**src/hdl/vss_regs.svh**
```systemverilog
// register map, field positions, reset values and timing limits
`ifndef VSS_REGS_SVH
`define VSS_REGS_SVH
`define VSS_OFF_MODE 12'h000
`define VSS_OFF_CTRL 12'h004
`define VSS_OFF_WG0 12'h008
`define VSS_OFF_WG3 12'h00c
`define VSS_OFF_TXBUF 12'h010
`define VSS_OFF_RXBUF 12'h014
`define VSS_OFF_STAT 12'h018
`define VSS_OFF_AUXCTL 12'h01c
`define VSS_OFF_AUXFLG 12'h020
`define VSS_MODE_UNIT 1:0
`define VSS_MODE_EXT 2
`define VSS_MODE_MSB 3
`define VSS_MODE_POL 4
`define VSS_MODE_TXC 5
`define VSS_CTRL_TXEN 0
`define VSS_CTRL_RXEN 1
`define VSS_CTRL_LEN 6:4
`define VSS_STAT_TXE 0
`define VSS_STAT_DONE 1
`define VSS_STAT_RXF 2
`define VSS_STAT_OVR 3
`define VSS_STAT_BUSY 4
`define VSS_RST_MODE 6'h00
`define VSS_RST_CTRL 7'h00
`define VSS_RST_WG 16'h0000
`define VSS_MIN_PER_DUPLEX 6
`define VSS_MIN_PER_OTHER 20
`endif

```
**src/hdl/vss_pkg.sv**
```systemverilog
// shared types of the variable length serial port
package vss_pkg;
  typedef enum logic [1:0]
  {
    vss_st_idle = 2'b00,
    vss_st_shift = 2'b01,
    vss_st_done = 2'b11
  } vss_state_t;
  typedef enum logic [1:0]
  {
    vss_unit_reset = 2'b00,
    vss_unit_sync = 2'b01,
    vss_unit_alt = 2'b10
  } vss_unit_t;
endpackage : vss_pkg

```
**src/hdl/vss_sync.sv**
```systemverilog
// two flip-flop synchroniser for the serial pins
`timescale 1ns/1ps
module vss_sync
(
  // clock and reset
  input wire logic clock,
  input wire logic reset,
  // asynchronous in, synchronised out
  input wire logic [1:0] d,
  output logic [1:0] q
);
  logic [1:0] meta_r;
  genvar i;
  generate
    for (i = 0; i < 2; i++)
    begin : g_bit
      // first stage feeds only the second stage
      always_ff @(posedge clock)
      begin
        if (reset)
        begin
          meta_r[i] <= 1'b1;
          q[i] <= 1'b1;
        end
        else
        begin
          meta_r[i] <= d[i];
          q[i] <= meta_r[i];
        end
      end
    end
  endgenerate
endmodule : vss_sync

```
**src/hdl/vss_top.sv**
```systemverilog
// variable length clock synchronous serial port with apb registers
//
// Chosen here: register access over APB and the register addresses.
`timescale 1ns/1ps
`include "vss_regs.svh"
////////////////////////////////////////////////////////////////////////
// Contract
// polarity reverse inverts all output and input bits
// software keeps polarity bit zero for normal use
// two internal 8-bit shift registers
// base timer wraps every k+2 counts
// channel 2 clock, channel 3 holds (k+2)/2
// external clock sets rate, period at least 20
// internal clock period at least 6 or 20
// transmit needs enable and written buffer
// receive needs both enables and written buffer
// transmit event on empty or on completion
// receive event when data reaches buffer
// overrun when new word meets unread buffer
// first bit is bit 0 or bit 7
// frame length programmable from 1 to 8
// only channels 0, 2 and 3 used here
// alt bus flags write-zero, cleared by control bit
// receive flags clear in unit reset, rx disabled
// slave timing uses 32.5 us, never 170 us
// clock select bit 0 internal, 1 external
// data output high until first transmission
// one bit per clock, buffer loaded after count
// drive on falling edge, sample on rising edge
module vss_top
(
  // clock and reset
  input wire logic clock,
  input wire logic reset,
  // apb slave
  input wire logic psel,
  input wire logic penable,
  input wire logic pwrite,
  input wire logic [11:0] paddr,
  input wire logic [31:0] pwdata,
  output logic [31:0] prdata,
  output logic pready,
  output logic pslverr,
  // serial link
  output logic serial_data_out_pin,
  input wire logic serial_data_in_pin,
  input wire logic transfer_clock_pin_i,
  output logic transfer_clock_pin_o,
  output logic transfer_clock_pin_oe,
  // events
  output logic tx_event,
  output logic rx_event,
  input wire logic [1:0] alt_cause
);
  ////////////////////////////////////////////////////////////////////////
  // declarations
  logic [5:0] mode_r;
  logic [6:0] ctrl_r;
  logic [15:0] wg0_r;
  logic [15:0] wg3_r;
  logic [7:0] txbuf_r;
  logic txfull_r;
  logic [7:0] rxbuf_r;
  logic rxfull_r;
  logic ovr_r;
  logic done_r;
  logic auxen_r;
  logic [1:0] aux_r;
  vss_pkg::vss_state_t state_r;
  logic [15:0] cnt_r;
  logic [2:0] bit_r;
  logic [7:0] txs_r;
  logic [7:0] rxs_r;
  logic sampled_r;
  logic sdo_r;
  logic sclk_r;
  logic clk_prev_r;
  logic [31:0] prdata_r;
  logic tx_event_r;
  logic rx_event_r;
  logic [1:0] syn;
  logic wr;
  logic rd_rx;
  logic mapped;
  logic sync_mode;
  logic ext;
  logic msb;
  logic pol;
  logic [2:0] len_m1;
  logic start;
  logic rise;
  logic fall;
  logic last_cnt;
  logic unit_clr;

  // bit position of the n-th transferred bit
  function automatic logic [2:0] bit_index(input logic m,
                                           input logic [2:0] n);
    bit_index = m ? (3'h7 - n) : n;
  endfunction : bit_index

  ////////////////////////////////////////////////////////////////////////
  // pin synchroniser: data in bit 0, transfer clock in bit 1
  vss_sync vss_sync_i
  (
    .clock(clock),
    .reset(reset),
    .d({transfer_clock_pin_i, serial_data_in_pin}),
    .q(syn)
  );

  ////////////////////////////////////////////////////////////////////////
  // decode of bus and mode fields
  assign wr = psel && penable && pwrite;
  assign rd_rx = psel && penable && !pwrite && paddr == `VSS_OFF_RXBUF;
  assign sync_mode = mode_r[`VSS_MODE_UNIT] == vss_pkg::vss_unit_sync;
  assign unit_clr = mode_r[`VSS_MODE_UNIT] == vss_pkg::vss_unit_reset;
  assign ext = mode_r[`VSS_MODE_EXT];
  assign msb = mode_r[`VSS_MODE_MSB];
  assign pol = mode_r[`VSS_MODE_POL];
  assign len_m1 = ctrl_r[`VSS_CTRL_LEN];
  assign start = state_r == vss_pkg::vss_st_idle && sync_mode &&
                 ctrl_r[`VSS_CTRL_TXEN] && txfull_r;
  assign last_cnt = {1'b0, cnt_r} == ({1'b0, wg0_r} + 17'h00001);
  // transfer clock edges, internal timer or synchronised pin
  assign rise = ext ? (syn[1] && !clk_prev_r) : (cnt_r == wg3_r);
  assign fall = ext ? (!syn[1] && clk_prev_r) : (cnt_r == 16'h0000);
  always_comb
  begin
    case (paddr)
      `VSS_OFF_MODE, `VSS_OFF_CTRL, `VSS_OFF_WG0, `VSS_OFF_WG3,
      `VSS_OFF_TXBUF, `VSS_OFF_RXBUF, `VSS_OFF_STAT,
      `VSS_OFF_AUXCTL, `VSS_OFF_AUXFLG: mapped = 1'b1;
      default: mapped = 1'b0;
    endcase
  end

  ////////////////////////////////////////////////////////////////////////
  // apb answer: zero wait states, error on unmapped address
  assign pready = 1'b1;
  assign pslverr = psel && penable && !mapped;
  assign prdata = prdata_r;

  // read data captured in the setup phase
  always_ff @(posedge clock)
  begin
    if (reset)
      prdata_r <= 32'h00000000;
    else if (psel && !penable)
    begin
      case (paddr)
        `VSS_OFF_MODE: prdata_r <= {26'h0000000, mode_r};
        `VSS_OFF_CTRL: prdata_r <= {25'h0000000, ctrl_r};
        `VSS_OFF_WG0: prdata_r <= {16'h0000, wg0_r};
        `VSS_OFF_WG3: prdata_r <= {16'h0000, wg3_r};
        `VSS_OFF_TXBUF: prdata_r <= {24'h000000, txbuf_r};
        `VSS_OFF_RXBUF: prdata_r <= {24'h000000, rxbuf_r};
        `VSS_OFF_STAT: prdata_r <= {27'h0000000,
                                    state_r != vss_pkg::vss_st_idle,
                                    ovr_r, rxfull_r, done_r, !txfull_r};
        `VSS_OFF_AUXCTL: prdata_r <= {31'h00000000, auxen_r};
        `VSS_OFF_AUXFLG: prdata_r <= {30'h00000000, aux_r};
        default: prdata_r <= 32'h00000000;
      endcase
    end
  end

  ////////////////////////////////////////////////////////////////////////
  // configuration registers
  always_ff @(posedge clock)
  begin
    if (reset)
    begin
      mode_r <= `VSS_RST_MODE;
      ctrl_r <= `VSS_RST_CTRL;
      wg0_r <= `VSS_RST_WG;
      wg3_r <= `VSS_RST_WG;
      auxen_r <= 1'b0;
    end
    else if (wr)
    begin
      if (paddr == `VSS_OFF_MODE)
        mode_r <= pwdata[5:0];
      if (paddr == `VSS_OFF_CTRL)
        ctrl_r <= pwdata[6:0];
      if (paddr == `VSS_OFF_WG0)
        wg0_r <= pwdata[15:0];
      if (paddr == `VSS_OFF_WG3)
        wg3_r <= pwdata[15:0];
      if (paddr == `VSS_OFF_AUXCTL)
        auxen_r <= pwdata[0];
    end
  end

  // alternate bus cause flags: only zero writes land, held clear by control
  always_ff @(posedge clock)
  begin
    if (reset)
      aux_r <= 2'b00;
    else if (!auxen_r)
      aux_r <= 2'b00;
    else if (wr && paddr == `VSS_OFF_AUXFLG)
      aux_r <= (aux_r & pwdata[1:0]) | alt_cause;
    else
      aux_r <= aux_r | alt_cause;
  end

  ////////////////////////////////////////////////////////////////////////
  // transmit buffer: filled by software, emptied at frame start
  always_ff @(posedge clock)
  begin
    if (reset)
    begin
      txbuf_r <= 8'h00;
      txfull_r <= 1'b0;
    end
    else if (wr && paddr == `VSS_OFF_TXBUF)
    begin
      txbuf_r <= pwdata[7:0];
      txfull_r <= 1'b1;
    end
    else if (start)
      txfull_r <= 1'b0;
  end

  ////////////////////////////////////////////////////////////////////////
  // base timer: channel 0 wraps it, channel 2 shapes the clock
  always_ff @(posedge clock)
  begin
    if (reset)
    begin
      cnt_r <= 16'h0000;
      sclk_r <= 1'b1;
    end
    else if (state_r == vss_pkg::vss_st_shift && !ext)
    begin
      cnt_r <= last_cnt ? 16'h0000 : cnt_r + 16'h0001;
      if (cnt_r == 16'h0000)
        sclk_r <= 1'b0;
      else if (cnt_r == wg3_r)
        sclk_r <= 1'b1;
    end
    else
    begin
      cnt_r <= 16'h0000;
      sclk_r <= 1'b1;
    end
  end

  // previous synchronised clock level for edge detection
  always_ff @(posedge clock)
  begin
    if (reset)
      clk_prev_r <= 1'b1;
    else
      clk_prev_r <= syn[1];
  end

  assign transfer_clock_pin_o = sclk_r;
  assign transfer_clock_pin_oe = sync_mode && !ext;

  ////////////////////////////////////////////////////////////////////////
  // frame sequencer and the two shift registers
  always_ff @(posedge clock)
  begin
    if (reset)
    begin
      state_r <= vss_pkg::vss_st_idle;
      bit_r <= 3'h0;
      txs_r <= 8'h00;
      rxs_r <= 8'h00;
      sampled_r <= 1'b0;
      sdo_r <= 1'b1;
    end
    else if (!sync_mode)
    begin
      state_r <= vss_pkg::vss_st_idle;
      sampled_r <= 1'b0;
      sdo_r <= 1'b1;
    end
    else
    begin
      case (state_r)
        vss_pkg::vss_st_idle:
        begin
          if (start)
          begin
            state_r <= vss_pkg::vss_st_shift;
            txs_r <= txbuf_r;
            bit_r <= 3'h0;
            sampled_r <= 1'b0;
            sdo_r <= txbuf_r[bit_index(msb, 3'h0)] ^ pol;
          end
        end
        vss_pkg::vss_st_shift:
        begin
          if (!ctrl_r[`VSS_CTRL_TXEN])
            state_r <= vss_pkg::vss_st_idle;
          else if (rise)
          begin
            if (ctrl_r[`VSS_CTRL_RXEN])
              rxs_r[bit_index(msb, bit_r)] <= syn[0] ^ pol;
            if (bit_r == len_m1)
              state_r <= vss_pkg::vss_st_done;
            else
            begin
              bit_r <= bit_r + 3'h1;
              sampled_r <= 1'b1;
            end
          end
          else if (fall && sampled_r)
          begin
            sdo_r <= txs_r[bit_index(msb, bit_r)] ^ pol;
            sampled_r <= 1'b0;
          end
        end
        vss_pkg::vss_st_done:
          state_r <= vss_pkg::vss_st_idle;
        default:
          state_r <= vss_pkg::vss_st_idle;
      endcase
    end
  end

  assign serial_data_out_pin = sdo_r;

  ////////////////////////////////////////////////////////////////////////
  // receive buffer, full and overrun flags; set wins over clear
  always_ff @(posedge clock)
  begin
    if (reset)
    begin
      rxbuf_r <= 8'h00;
      rxfull_r <= 1'b0;
      ovr_r <= 1'b0;
    end
    else if (state_r == vss_pkg::vss_st_done && ctrl_r[`VSS_CTRL_RXEN])
    begin
      rxbuf_r <= rxs_r;
      rxfull_r <= 1'b1;
      if (rxfull_r && !rd_rx)
        ovr_r <= 1'b1;
    end
    else
    begin
      if (rd_rx)
        rxfull_r <= 1'b0;
      if (wr && paddr == `VSS_OFF_STAT && pwdata[`VSS_STAT_OVR])
        ovr_r <= 1'b0;
      if (unit_clr && !ctrl_r[`VSS_CTRL_RXEN])
      begin
        rxfull_r <= 1'b0;
        ovr_r <= 1'b0;
      end
    end
  end

  // transmit completion flag, cleared by a buffer write
  always_ff @(posedge clock)
  begin
    if (reset)
      done_r <= 1'b0;
    else if (state_r == vss_pkg::vss_st_done)
      done_r <= 1'b1;
    else if (wr && paddr == `VSS_OFF_TXBUF)
      done_r <= 1'b0;
  end

  ////////////////////////////////////////////////////////////////////////
  // event pulses
  always_ff @(posedge clock)
  begin
    if (reset)
    begin
      tx_event_r <= 1'b0;
      rx_event_r <= 1'b0;
    end
    else
    begin
      tx_event_r <= mode_r[`VSS_MODE_TXC] ?
                    state_r == vss_pkg::vss_st_done : start;
      rx_event_r <= state_r == vss_pkg::vss_st_done &&
                    ctrl_r[`VSS_CTRL_RXEN];
    end
  end

  assign tx_event = tx_event_r;
  assign rx_event = rx_event_r;
endmodule : vss_top

```
**config.mk**
```make
export PLATFORM = sky130hd
export DESIGN_NAME = vss_top
export DESIGN_NICKNAME = d
export VERILOG_FILES = /design/src/hdl/vss_pkg.sv /design/src/hdl/vss_sync.sv /design/src/hdl/vss_top.sv
export VERILOG_INCLUDE_DIRS = /design/src /design/src/hdl
export SDC_FILE = /design/constraint.sdc
export NUM_CORES = 1
export LEC_CHECK = 0
export BUFFER_PORTS_ARGS = -buffer_cell sky130_fd_sc_hd__buf_4
export CAP_MARGIN = 5
export CORE_ASPECT_RATIO = 2
export CORE_MARGIN = 2
export CORE_UTILIZATION = 58
export CTS_CLUSTER_DIAMETER = 100
export CTS_CLUSTER_SIZE = 28
export DETAILED_ROUTE_END_ITERATION = 16
export PLACE_DENSITY = 0.8
export SKIP_LAST_GASP = 1
export SLEW_MARGIN = 0
export SYNTH_ARGS = -nofsm -noshare
export SYNTH_HDL_FRONTEND = slang
export SYNTH_HIERARCHICAL = 1
export SYNTH_SLANG_ARGS = --single-unit
```
**constraint.sdc**
```tcl
create_clock -name clock -period 2.85 [get_ports clock]
set_input_delay 0.57 -clock clock [delete_from_list [all_inputs] [get_ports clock]]
set_output_delay 0.57 -clock clock [all_outputs]
set_load 0.05 [all_outputs]
```
==> out/summary.log, run 1 <==
[critical_path] arrival time of the worst setup path 2.88 ns
[global_routing] GRT Total Usage 33.5%
[placement] Post-Place Setup Slack 0.162 ns
[job] number of maximum-capacitance constraint violations 0
[placement] detailed placer's ending HPWL 15.0 mm
[clocking] H-tree lvl count 4
[synth] most frequently used flop master after synthesis sky130_fd_sc_hd__dfxtp_1
[clocking] cell at the root of the clock tree sky130_fd_sc_hd__clkbuf_16
[layout] # diodes 0
[sta] number of failing hold endpoints at the final stage 0
[clocking] Longest Clk Path Bufs 2
[critical_path] R2R setup slack 0.27 ns
[power_and_ir_drop] post-layout power 4.28 mW
[global_routing] residual overflow from global routing 0
[placement] Routability Congestion 0.974
[sta] highest clock rate 387 MHz
[power_and_ir_drop] Pleak 3.23 nW
[global_routing] global-route wire length before repair 32.3 mm
[sta] final worst-path cycle share 90.7%
[global_routing] initial antenna violation count 0
[synth] synth warn 6
[detailed_routing] DRT Pass-1 Iters 8
[hold_path] worst hold path stage count 2
[synth] number of flops mapped to enable cells by yosys 0
[detailed_routing] mean routed wirelength per cell 19.5 um
[floorplan] Core Region 11,600 um2
[sta] unrepaired setup endpoints after global routing no
[synth] fraction of registers with async set/reset 0%
[critical_path] Critical Path Start wg0_r[1]
[critical_path] largest fanout on the critical path 16
[detailed_routing] DRC violation count after routing 0
[layout] number of nets in the finished design 955
[sta] relative slew slack 57.0%
[critical_path] worst r2r src wg0_r[1]
[layout] fraction of final layout cells sized beyond drive strength 1 16.9%
[global_routing] vias in the first global route 6,505
[layout] signed area change from the synthesized netlist to the final layout 17.1%
[critical_path] cell repeated most along the worst path sky130_fd_sc_hd__a2111oi_4
[detailed_routing] number of antenna-violating nets in the routed design 0
[critical_path] critical path class reg2reg
[synth] number of synthesized register bits 131
[detailed_routing] vias per cell 6.19
[clocking] CTS sink count 131
[floorplan] Die Y 158 um
[critical_path] nature of the critical path endpoint flip-flop
[sta] time the worst path needs with I/O delays and setup 2.58 ns
[hold_path] classification of the worst-slack hold path in2reg
[critical_path] startpoint kind of the worst setup timing path flip-flop
[clocking] hold buffer count at cts 0
[critical_path] reg2reg end cnt_r[3]
[clocking] number of gates given a new drive strength after cts 0
[sta] setup TNS 0 ns
[synth] Synth Cell Area 6860 um2
[critical_path] last element of the critical path cnt_r[3]
[clocking] buffer count from post-CTS setup fixing 0
[critical_path] worst stage delay on the critical path 0.48 ns
[sta] slew at the pin closest to its max-slew limit 0.645 ns
[clocking] TritonCTS clock tree done
[clocking] source-to-sink clock delay at the later pin of the worst-skew pair 0.42 ns
[critical_path] data required time at the worst endpoint 3.15 ns
[floorplan] Die Width 80.9 um
[sta] final max-slew violation count 0
[floorplan] effective utilization at floorplan 59.0%
[detailed_routing] count of vias placed by the detailed router 6,533
[placement] total placed cells including tap cells 1,023
[sta] smallest setup slack after layout 0.266 ns
[layout] number of fill cells 929
[sta] final count of negative-setup-slack endpoints 0
[sta] Setup Skew 0.0111 ns
[synth] share of synthesized area occupied by flip-flops and latches 38.2%
[synth] post-synthesis cell count 848
[critical_path] cell type of the slowest stage on the worst timing path sky130_fd_sc_hd__or4_4
[floorplan] number of placement rows 56
[detailed_routing] first-iteration detailed-routing DRC count 590
[critical_path] R2R depth 8
[detailed_routing] Total Routed Length 20.6 mm
[floorplan] area of the die 12,800 um2
[clocking] CTS buffer count 17
[floorplan] I/O Pins 92
[layout] filler-free cell count of the finished design 1,056
[global_routing] pin count of the biggest net entering global routing 46
[clocking] Worst-path clk slew 0.06 ns
[power_and_ir_drop] power density over the cells 533 nW/um2
[synth] Yosys cell types 69
[placement] PortBufs 58
[critical_path] Critical Path, Cell by Cell ha_1, nand2_1, or4_4, a2111oi_4, o31ai_2, a2111oi_4, buf_4, nor2_1
[sta] worst hold slack 0.335 ns
[run_status] run status finished, final reports clean
[power_and_ir_drop] worst-case vdd ir drop 0.463 mV
[synth] average instance area after synthesis 8.09 um2
## placed cells by master (no fill, tap or decap), drive strengths merged, types with 7 or more instances in the layout
cell / Yosys / final
nand3: 25 / 25
nor2: 74 / 74
a22oi: 8 / 8
a221oi: 7 / 7
and3: 7 / 7
nor3: 24 / 24
xnor2: 25 / 25
nor4: 16 / 16
conb: 2 / 17
inv: 14 / 19
nor2b: 12 / 12
a21oi: 58 / 58
buf: 31 / 95
clkbuf: 48 / 17
nand2: 145 / 145
nand4: 19 / 19
dfxtp: 131 / 131
mux2: 11 / 11
xor2: 29 / 29
nand2b: 17 / 17
o21ai: 15 / 15
mux2i: 35 / 35
## critical path, delay by kind of cell, from the launching register on
family                     cells  cell delay (ns)
AOI/OAI and AO/OA              3             0.76
adders and majority gates      1             0.34
buffers and inverters          1             0.26
DFF                            1             0.45
and+or+nand+nor                3             0.65
## report_power, final
group	total [mW]	switching, mW	internal, mW
logic	0.237	0.169	0.0675
registers	1.85	0.00574	1.84
clock network	2.20	0.886	1.31
## layout make-up
| type | instances | area, um2 | share of cell area [%] |
|---|---|---|---|
| multi-input combinational | 639 | 3860 | 48.1 |
| sequential | 131 | 2620 | 32.6 |
| timing repair buffer | 95 | 713 | 8.88 |
| clock buffer | 17 | 425 | 5.30 |
| tap | 145 | 181 | 2.26 |
| clock inverter | 15 | 173 | 2.15 |
| inverter | 14 | 52.6 | 0.654 |
## worst min path at each step
stage / startpoint / to / slack (ns)
floorplan: vss_sync_i/meta_r[1] / vss_sync_i/q[1] / 0.38
global placement: vss_sync_i/meta_r[1] / vss_sync_i/q[1] / 0.39
detailed placement: vss_sync_i/meta_r[1] / vss_sync_i/q[1] / 0.40
CTS: transfer_clock_pin_i / vss_sync_i/meta_r[1] / 0.33
global route: serial_data_in_pin / vss_sync_i/meta_r[0] / 0.34
finish: transfer_clock_pin_i / vss_sync_i/meta_r[1] / 0.33
## logic make-up (layout without fill, tap and decap cells)
group,after synthesis,after routing,synth area share (%)
mux,46,46,6.91
fa+ha+maj,4,4,0.730
simple gates,371,371,25.9
flops,131,131,38.2
compound gates,147,147,14.8
buf+inv,93,141,6.40
other cells,2,17,0.110
xor+xnor,54,54,6.90
## flip-flops by register name, indices dropped and copies added, names as in the netlist, 2 cells and up
| signal | cells |
|---|---|
| mode_r | 6 |
| prdata | 16 |
| wg0_r | 16 |
| vss_sync_i/q | 2 |
| wg3_r | 16 |
| state_r | 2 |
| bit_r | 3 |
| rxbuf_r | 8 |
| cnt_r | 16 |
| aux_r | 2 |
| vss_sync_i/meta_r | 2 |
| ctrl_r | 7 |
| txbuf_r | 8 |
| txs_r | 8 |
| rxs_r | 8 |
## layer usage
metal  up-vias  GRT usage, %  wire length (um)
met3       122          6.84              1140
met2       325          58.1             10800
met4         0          29.4              1890
met5         -             0                 0
li1       3032             -                 -
met1      3054          32.3              6790
## synth_stat cells (4+ instances only)
cell / number / area share, %
sky130_fd_sc_hd__nand2b_1: 17 / 1.6
sky130_fd_sc_hd__clkbuf_1: 46 / 2.5
sky130_fd_sc_hd__a211oi_1: 4 / 0.44
sky130_fd_sc_hd__mux2_2: 11 / 1.8
sky130_fd_sc_hd__nor3_1: 23 / 1.7
sky130_fd_sc_hd__a22o_1: 6 / 0.77
sky130_fd_sc_hd__nand3_1: 25 / 1.8
sky130_fd_sc_hd__xor2_1: 29 / 3.7
sky130_fd_sc_hd__nor2b_1: 12 / 1.1
sky130_fd_sc_hd__o21ai_0: 15 / 1.1
sky130_fd_sc_hd__a21oi_1: 58 / 4.2
sky130_fd_sc_hd__nand2_1: 145 / 7.9
sky130_fd_sc_hd__xnor2_1: 25 / 3.2
sky130_fd_sc_hd__buf_4: 19 / 2.1
sky130_fd_sc_hd__nor2_1: 74 / 4.1
sky130_fd_sc_hd__or2_1: 4 / 0.36
sky130_fd_sc_hd__a22oi_1: 8 / 0.88
sky130_fd_sc_hd__o221ai_1: 4 / 0.51
sky130_fd_sc_hd__and3_1: 6 / 0.55
sky130_fd_sc_hd__inv_1: 14 / 0.77
sky130_fd_sc_hd__nand3b_1: 5 / 0.55
sky130_fd_sc_hd__a221oi_1: 7 / 0.89
sky130_fd_sc_hd__o211ai_1: 4 / 0.44
sky130_fd_sc_hd__buf_1: 4 / 0.22
sky130_fd_sc_hd__mux2i_1: 35 / 5.1
sky130_fd_sc_hd__a31oi_1: 5 / 0.46
sky130_fd_sc_hd__nand4_1: 18 / 1.6
sky130_fd_sc_hd__nor4_1: 16 / 1.5
sky130_fd_sc_hd__ha_1: 4 / 0.73
sky130_fd_sc_hd__dfxtp_1: 131 / 38
sky130_fd_sc_hd__buf_2: 7 / 0.51
## through the flow
stage / util [%] / area [um2]
after global routing: 69.1 / 8030
after CTS: 69.0 / 8030
after global placement: 63.9 / 7430
final: 69.1 / 8030
after detailed placement: 63.9 / 7430
after floorplan: - / 6910
No activity file was read; power rests on OpenSTA's default activity.
==> run 2: changes to the inputs <==
--- a/config.mk
+++ b/config.mk
@@ -8,13 +8,15 @@
 export LEC_CHECK = 0
 export BUFFER_PORTS_ARGS = -buffer_cell sky130_fd_sc_hd__buf_4
 export CAP_MARGIN = 5
+export CELL_PAD_IN_SITES_DETAIL_PLACEMENT = 1
+export CELL_PAD_IN_SITES_GLOBAL_PLACEMENT = 2
 export CORE_ASPECT_RATIO = 2
 export CORE_MARGIN = 2
-export CORE_UTILIZATION = 58
+export CORE_UTILIZATION = 34
 export CTS_CLUSTER_DIAMETER = 100
 export CTS_CLUSTER_SIZE = 28
 export DETAILED_ROUTE_END_ITERATION = 16
-export PLACE_DENSITY = 0.8
+export PLACE_DENSITY_LB_ADDON = 0.1
 export SKIP_LAST_GASP = 1
 export SLEW_MARGIN = 0
 export SYNTH_ARGS = -nofsm -noshare
==> run 2 against run 1 <==
  * First-iteration DRC count decreased by 50%
  * Count of clock-buffer cells in the layout is 5 higher
  * Die area grew 68%
  * Non-clock buffer count grew 12
  * Wire length increased by 25%
  * Global-route usage decreased by 8.8 points
  * Critical endpoint is now cnt_r[0]
  * Largest power group unchanged
==> out/summary.log, run 2 (synthesis results as in run 1) <==
[run_status] run status finished, final reports clean
[sta] setup TNS 0 ns
[clocking] CTS sink count 131
[detailed_routing] Total Routed Length 25.8 mm
[clocking] source-to-sink clock delay at the later pin of the worst-skew pair 0.43 ns
[power_and_ir_drop] Clock Power Share 50.1%
[clocking] hold buffer count at cts 0
[floorplan] effective utilization at floorplan 34.6%
[critical_path] arrival time of the worst setup path 2.98 ns
[critical_path] reg2reg end cnt_r[0]
[critical_path] R2R setup slack 0.18 ns
[layout] number of nets in the finished design 967
[detailed_routing] first-iteration detailed-routing DRC count 294
[critical_path] last element of the critical path cnt_r[0]
[layout] signed area change from the synthesized netlist to the final layout 20.2%
[power_and_ir_drop] worst-case vdd ir drop 0.332 mV
[power_and_ir_drop] Pleak 3.28 nW
[floorplan] number of placement rows 73
[floorplan] area of the die 21,400 um2
[sta] final count of negative-setup-slack endpoints 0
[power_and_ir_drop] net switching power figure 0.989 mW
[job] number of maximum-capacitance constraint violations 0
[power_and_ir_drop] internal power summed over all cells 3.22 mW
[power_and_ir_drop] combinational cell fraction of total power 5.9%
[layout] most frequent standard cell in the layout excluding fill and tap cells sky130_fd_sc_hd__nand2_1
[power_and_ir_drop] switch share 23.5%
[critical_path] critical path class reg2reg
[sta] slew at the pin closest to its max-slew limit 0.689 ns
[layout] fraction of final layout cells sized beyond drive strength 1 17.6%
[floorplan] Core Region 19,800 um2
[sta] relative slew slack 53.4%
[critical_path] startpoint kind of the worst setup timing path flip-flop
[clocking] Worst-path clk slew 0.06 ns
[placement] PortBufs 58
[hold_path] classification of the worst-slack hold path in2reg
[placement] detailed placer's ending HPWL 20.3 mm
[detailed_routing] DRT Pass-1 Iters 4
[floorplan] I/O Pins 92
[detailed_routing] DRC violation count after routing 0
[global_routing] pin count of the biggest net entering global routing 50
[detailed_routing] mean routed wirelength per cell 21.8 um
[critical_path] worst r2r src wg0_r[1]
[global_routing] GRT Total Usage 24.6%
[detailed_routing] vias per cell 5.44
[critical_path] R2R depth 9
[placement] Routability Congestion 0.928
[layout] # diodes 0
[power_and_ir_drop] power density over the cells 510 nW/um2
[power_and_ir_drop] post-layout power 4.21 mW
[clocking] cell at the root of the clock tree sky130_fd_sc_hd__clkbuf_16
[power_and_ir_drop] Reg power frac 44.0%
[critical_path] nature of the critical path endpoint flip-flop
[layout] most frequent cells in the layout 145 x sky130_fd_sc_hd__nand2_1, 131 x sky130_fd_sc_hd__dfxtp_1, 106 x sky130_fd_sc_hd__buf_4
[critical_path] largest fanout on the critical path 16
[detailed_routing] count of vias placed by the detailed router 6,424
[global_routing] global-route wire length before repair 39.5 mm
[clocking] TritonCTS clock tree done
[clocking] CTS buffer count 17
[global_routing] vias in the first global route 6,875
[sta] final worst-path cycle share 93.6%
[clocking] buffer count from post-CTS setup fixing 0
[sta] Setup Skew 0.00811 ns
[sta] smallest setup slack after layout 0.183 ns
[sta] unrepaired setup endpoints after global routing no
[clocking] Longest Clk Path Bufs 2
[floorplan] Die Width 104 um
[global_routing] initial antenna violation count 0
[sta] number of failing hold endpoints at the final stage 0
[critical_path] data required time at the worst endpoint 3.16 ns
[detailed_routing] number of antenna-violating nets in the routed design 0
[sta] time the worst path needs with I/O delays and setup 2.67 ns
[placement] Post-Place Setup Slack 0.224 ns
[layout] Finished Core Util 41.6%
[sta] final max-slew violation count 0
[critical_path] Critical Path Start wg0_r[1]
[floorplan] Die Y 205 um
[clocking] H-tree lvl count 4
[global_routing] residual overflow from global routing 0
[sta] highest clock rate 375 MHz
-- run 2: timing repair --
action | 4_1_cts | 5_1_grt
hold endpoints to repair | 0 | 0
gates resized for setup | 0 | 1
endpoints found under the setup margin | 0 | 1
-- run 2: worst min path at each step --
stage | start | to | slack [ns] | depth (start not counted)
6_report | transfer_clock_pin_i | vss_sync_i/meta_r[1] | 0.32 | 2
5_1_grt | transfer_clock_pin_i | vss_sync_i/meta_r[1] | 0.31 | 2
4_1_cts | transfer_clock_pin_i | vss_sync_i/meta_r[1] | 0.31 | 2
3_5_place_dp | vss_sync_i/meta_r[1] | vss_sync_i/q[1] | 0.41 | 1
3_3_place_gp | vss_sync_i/meta_r[1] | vss_sync_i/q[1] | 0.41 | 1
2_1_floorplan | vss_sync_i/meta_r[1] | vss_sync_i/q[1] | 0.38 | 1
-- run 2: critical path, stage by stage, from the launching register on --
cell and delay, ns:
sky130_fd_sc_hd__dfxtp_1 0.46, sky130_fd_sc_hd__ha_2 0.31, sky130_fd_sc_hd__nor2b_1 0.30, sky130_fd_sc_hd__a211oi_1 0.13, sky130_fd_sc_hd__o31ai_1 0.27, sky130_fd_sc_hd__buf_4 0.17
sky130_fd_sc_hd__o2111ai_1 0.21, sky130_fd_sc_hd__a2111oi_4 0.44, sky130_fd_sc_hd__buf_12 0.19, sky130_fd_sc_hd__nor3b_1 0.05
-- run 2: layout make-up --
type / count / area, um2
fill: 2418 / 11600
multi-input combinational: 639 / 3880
sequential: 131 / 2620
timing repair buffer: 107 / 816
clock buffer: 22 / 464
tap: 262 / 328
clock inverter: 6 / 82.6
inverter: 14 / 52.6
-- run 2: power groups by stage --
stage / Sequential [mW] / Combinational (mW) / Clock [mW]
after floorplan: 1.91 / 0.136 / 0
after global placement: 1.89 / 0.246 / 0
after detailed placement: 1.89 / 0.249 / 0
after CTS: 1.85 / 0.250 / 2.15
after global routing: 1.85 / 0.263 / 2.22
final: 1.85 / 0.249 / 2.11
-- run 2: through the flow --
| step | hold WS [ns] | instances | cell area, um2 |
|---|---|---|---|
| global route | 0.307 | 1181 | 8240 |
| CTS | 0.308 | 1181 | 8240 |
| floorplan | 0.383 | 863 | 6910 |
| detailed placement | 0.413 | 1153 | 7690 |
| finish | 0.319 | 1181 | 8240 |
| global placement | 0.408 | 1153 | 7690 |
-- run 2: routing by layer --
layer	vias to the layer above	global-route usage (%)	part of all wire, %
met5	-	0	0
met4	0	17.8	7.2
met3	66	3.85	2.5
met2	131	48.0	56
met1	3172	22.6	34
li1	3055	-	-
==> run 3: changes to the inputs <==
--- a/config.mk
+++ b/config.mk
@@ -16,6 +16,7 @@
 export CTS_CLUSTER_DIAMETER = 100
 export CTS_CLUSTER_SIZE = 28
 export DETAILED_ROUTE_END_ITERATION = 16
+export MAX_ROUTING_LAYER = met4
 export PLACE_DENSITY_LB_ADDON = 0.1
 export SKIP_LAST_GASP = 1
 export SLEW_MARGIN = 0
==> run 3 against run 2 <==
  * Utilization is the same
  * Clock power hardly changed
  * Power hardly changed
  * Worst setup slack improved by 0.0018 ns
  * Register-to-register slack barely moved
  * Wire length down 0.16%
  * Critical path type unchanged
  * Critical endpoint unchanged
  * Largest cell class unchanged
  * Largest power group unchanged
==> out/summary.log, run 3 (synthesis results as in run 1) <==
[run_status] run status finished, final reports clean
[detailed_routing] vias per cell 5.41
[power_and_ir_drop] Pleak 3.28 nW
[clocking] TritonCTS clock tree done
[global_routing] initial antenna violation count 0
[power_and_ir_drop] power density over the cells 510 nW/um2
[placement] Routability Congestion 0.944
[global_routing] global-route wire length before repair 39.5 mm
[clocking] cell at the root of the clock tree sky130_fd_sc_hd__clkbuf_16
[floorplan] Die Width 104 um
[job] number of maximum-capacitance constraint violations 0
[critical_path] largest fanout on the critical path 16
[floorplan] I/O Pins 92
[layout] most frequent standard cell in the layout excluding fill and tap cells sky130_fd_sc_hd__nand2_1
[clocking] H-tree lvl count 4
[clocking] number of gates given a new drive strength after cts 0
[critical_path] startpoint kind of the worst setup timing path flip-flop
[layout] # diodes 0
[placement] detailed placer's ending HPWL 20.3 mm
[detailed_routing] count of vias placed by the detailed router 6,390
[global_routing] residual overflow from global routing 0
[detailed_routing] Total Routed Length 25.7 mm
[layout] signed area change from the synthesized netlist to the final layout 20.2%
[global_routing] pin count of the biggest net entering global routing 50
[clocking] hold buffer count at cts 0
[sta] final count of negative-setup-slack endpoints 0
[floorplan] Die Y 205 um
[critical_path] Critical Path, Cell by Cell ha_2, nor2b_1, a211oi_1, o31ai_1, buf_4, o2111ai_1, a2111oi_4, buf_12, nor3b_1
[critical_path] worst stage delay on the critical path 0.46 ns
[sta] unrepaired setup endpoints after global routing no
[sta] time the worst path needs with I/O delays and setup 2.67 ns
[floorplan] Core Region 19,800 um2
[clocking] CTS buffer count 17
[global_routing] vias in the first global route 6,883
[layout] filler-free cell count of the finished design 1,181
[layout] number of fill cells 2,418
[layout] most frequent cells in the layout 145 x sky130_fd_sc_hd__nand2_1, 131 x sky130_fd_sc_hd__dfxtp_1, 106 x sky130_fd_sc_hd__buf_4
[detailed_routing] mean routed wirelength per cell 21.8 um
[clocking] CTS sink count 131
[floorplan] number of placement rows 73
[detailed_routing] first-iteration detailed-routing DRC count 303
[sta] Setup Skew 0.00998 ns
[sta] highest clock rate 375 MHz
[detailed_routing] number of antenna-violating nets in the routed design 0
[clocking] source-to-sink clock delay at the later pin of the worst-skew pair 0.43 ns
[placement] PortBufs 58
[global_routing] GRT Total Usage 25.4%
[critical_path] nature of the critical path endpoint flip-flop
[sta] slew at the pin closest to its max-slew limit 0.725 ns
[critical_path] data required time at the worst endpoint 3.16 ns
[layout] number of nets in the finished design 967
[sta] final max-slew violation count 0
[sta] setup TNS 0 ns
[sta] number of failing hold endpoints at the final stage 0
[layout] fraction of final layout cells sized beyond drive strength 1 17.6%
[floorplan] area of the die 21,400 um2
[power_and_ir_drop] worst-case vdd ir drop 0.331 mV
[detailed_routing] DRT Pass-1 Iters 4
[placement] total placed cells including tap cells 1,153
[clocking] Longest Clk Path Bufs 2
[clocking] Worst-path clk slew 0.06 ns
[detailed_routing] DRC violation count after routing 0
[floorplan] effective utilization at floorplan 34.6%
[sta] relative slew slack 51.7%
[clocking] buffer count from post-CTS setup fixing 0
[sta] final worst-path cycle share 93.5%
[critical_path] arrival time of the worst setup path 2.97 ns
[critical_path] cell type of the slowest stage on the worst timing path sky130_fd_sc_hd__dfxtp_1
[critical_path] critical path class reg2reg
[hold_path] classification of the worst-slack hold path in2reg
[run 3: critical path, delay by kind of cell (launching register included)]
kind / cells / cell delay, ns
simple gates: 2 / 0.35
compound gates: 4 / 1.05
buf+inv: 2 / 0.36
flops: 1 / 0.46
fa+ha+maj: 1 / 0.31
[run 3: final cells by class]
type / count / area [um2] / area share, %
multi-input combinational: 639 / 3880 / 47.0
sequential: 131 / 2620 / 31.8
timing repair buffer: 107 / 816 / 9.90
clock buffer: 22 / 464 / 5.63
tap: 262 / 328 / 3.98
clock inverter: 6 / 82.6 / 1.00
inverter: 14 / 52.6 / 0.638
[run 3: where the power goes]
part	total, mW	leakage, nW	internal (mW)	switching, mW
clock network	2.11	0.268	1.31	0.802
logic	0.250	1.95	0.0692	0.181
registers	1.85	1.06	1.84	0.00675
[run 3: path summary, 6_finish.rpt]
check | startpoint | end | slack, ns | cells after the start
setup / recovery | wg0_r[1] | cnt_r[0] | 0.18 | 9
hold reg to reg | vss_sync_i/meta_r[1] | vss_sync_i/q[1] | 0.43 | 1
hold / removal | transfer_clock_pin_i | vss_sync_i/meta_r[1] | 0.32 | 2
setup reg to reg | wg0_r[1] | cnt_r[0] | 0.18 | 9
[run 3: layer usage]
metal	vias up	track usage, %	share of wire (%)
met1	3129	22.8	34
met5	-	-	0
met3	70	3.72	2.6
met4	0	18.0	7.4
met2	137	47.9	56
li1	3054	-	-
[run 3: through the flow]
stage	setup slack [ns]	power [mW]	cell area, um2	hold WS, ns	utilization (%)
final	0.185	4.21	8240	0.321	41.6
after global routing	0.0341	4.33	8240	0.305	41.6
after CTS	0.185	4.25	8240	0.308	41.6
after detailed placement	0.224	2.14	7690	0.413	38.8
after global placement	0.246	2.14	7690	0.408	38.8
after floorplan	0.216	2.05	6910	0.383	-
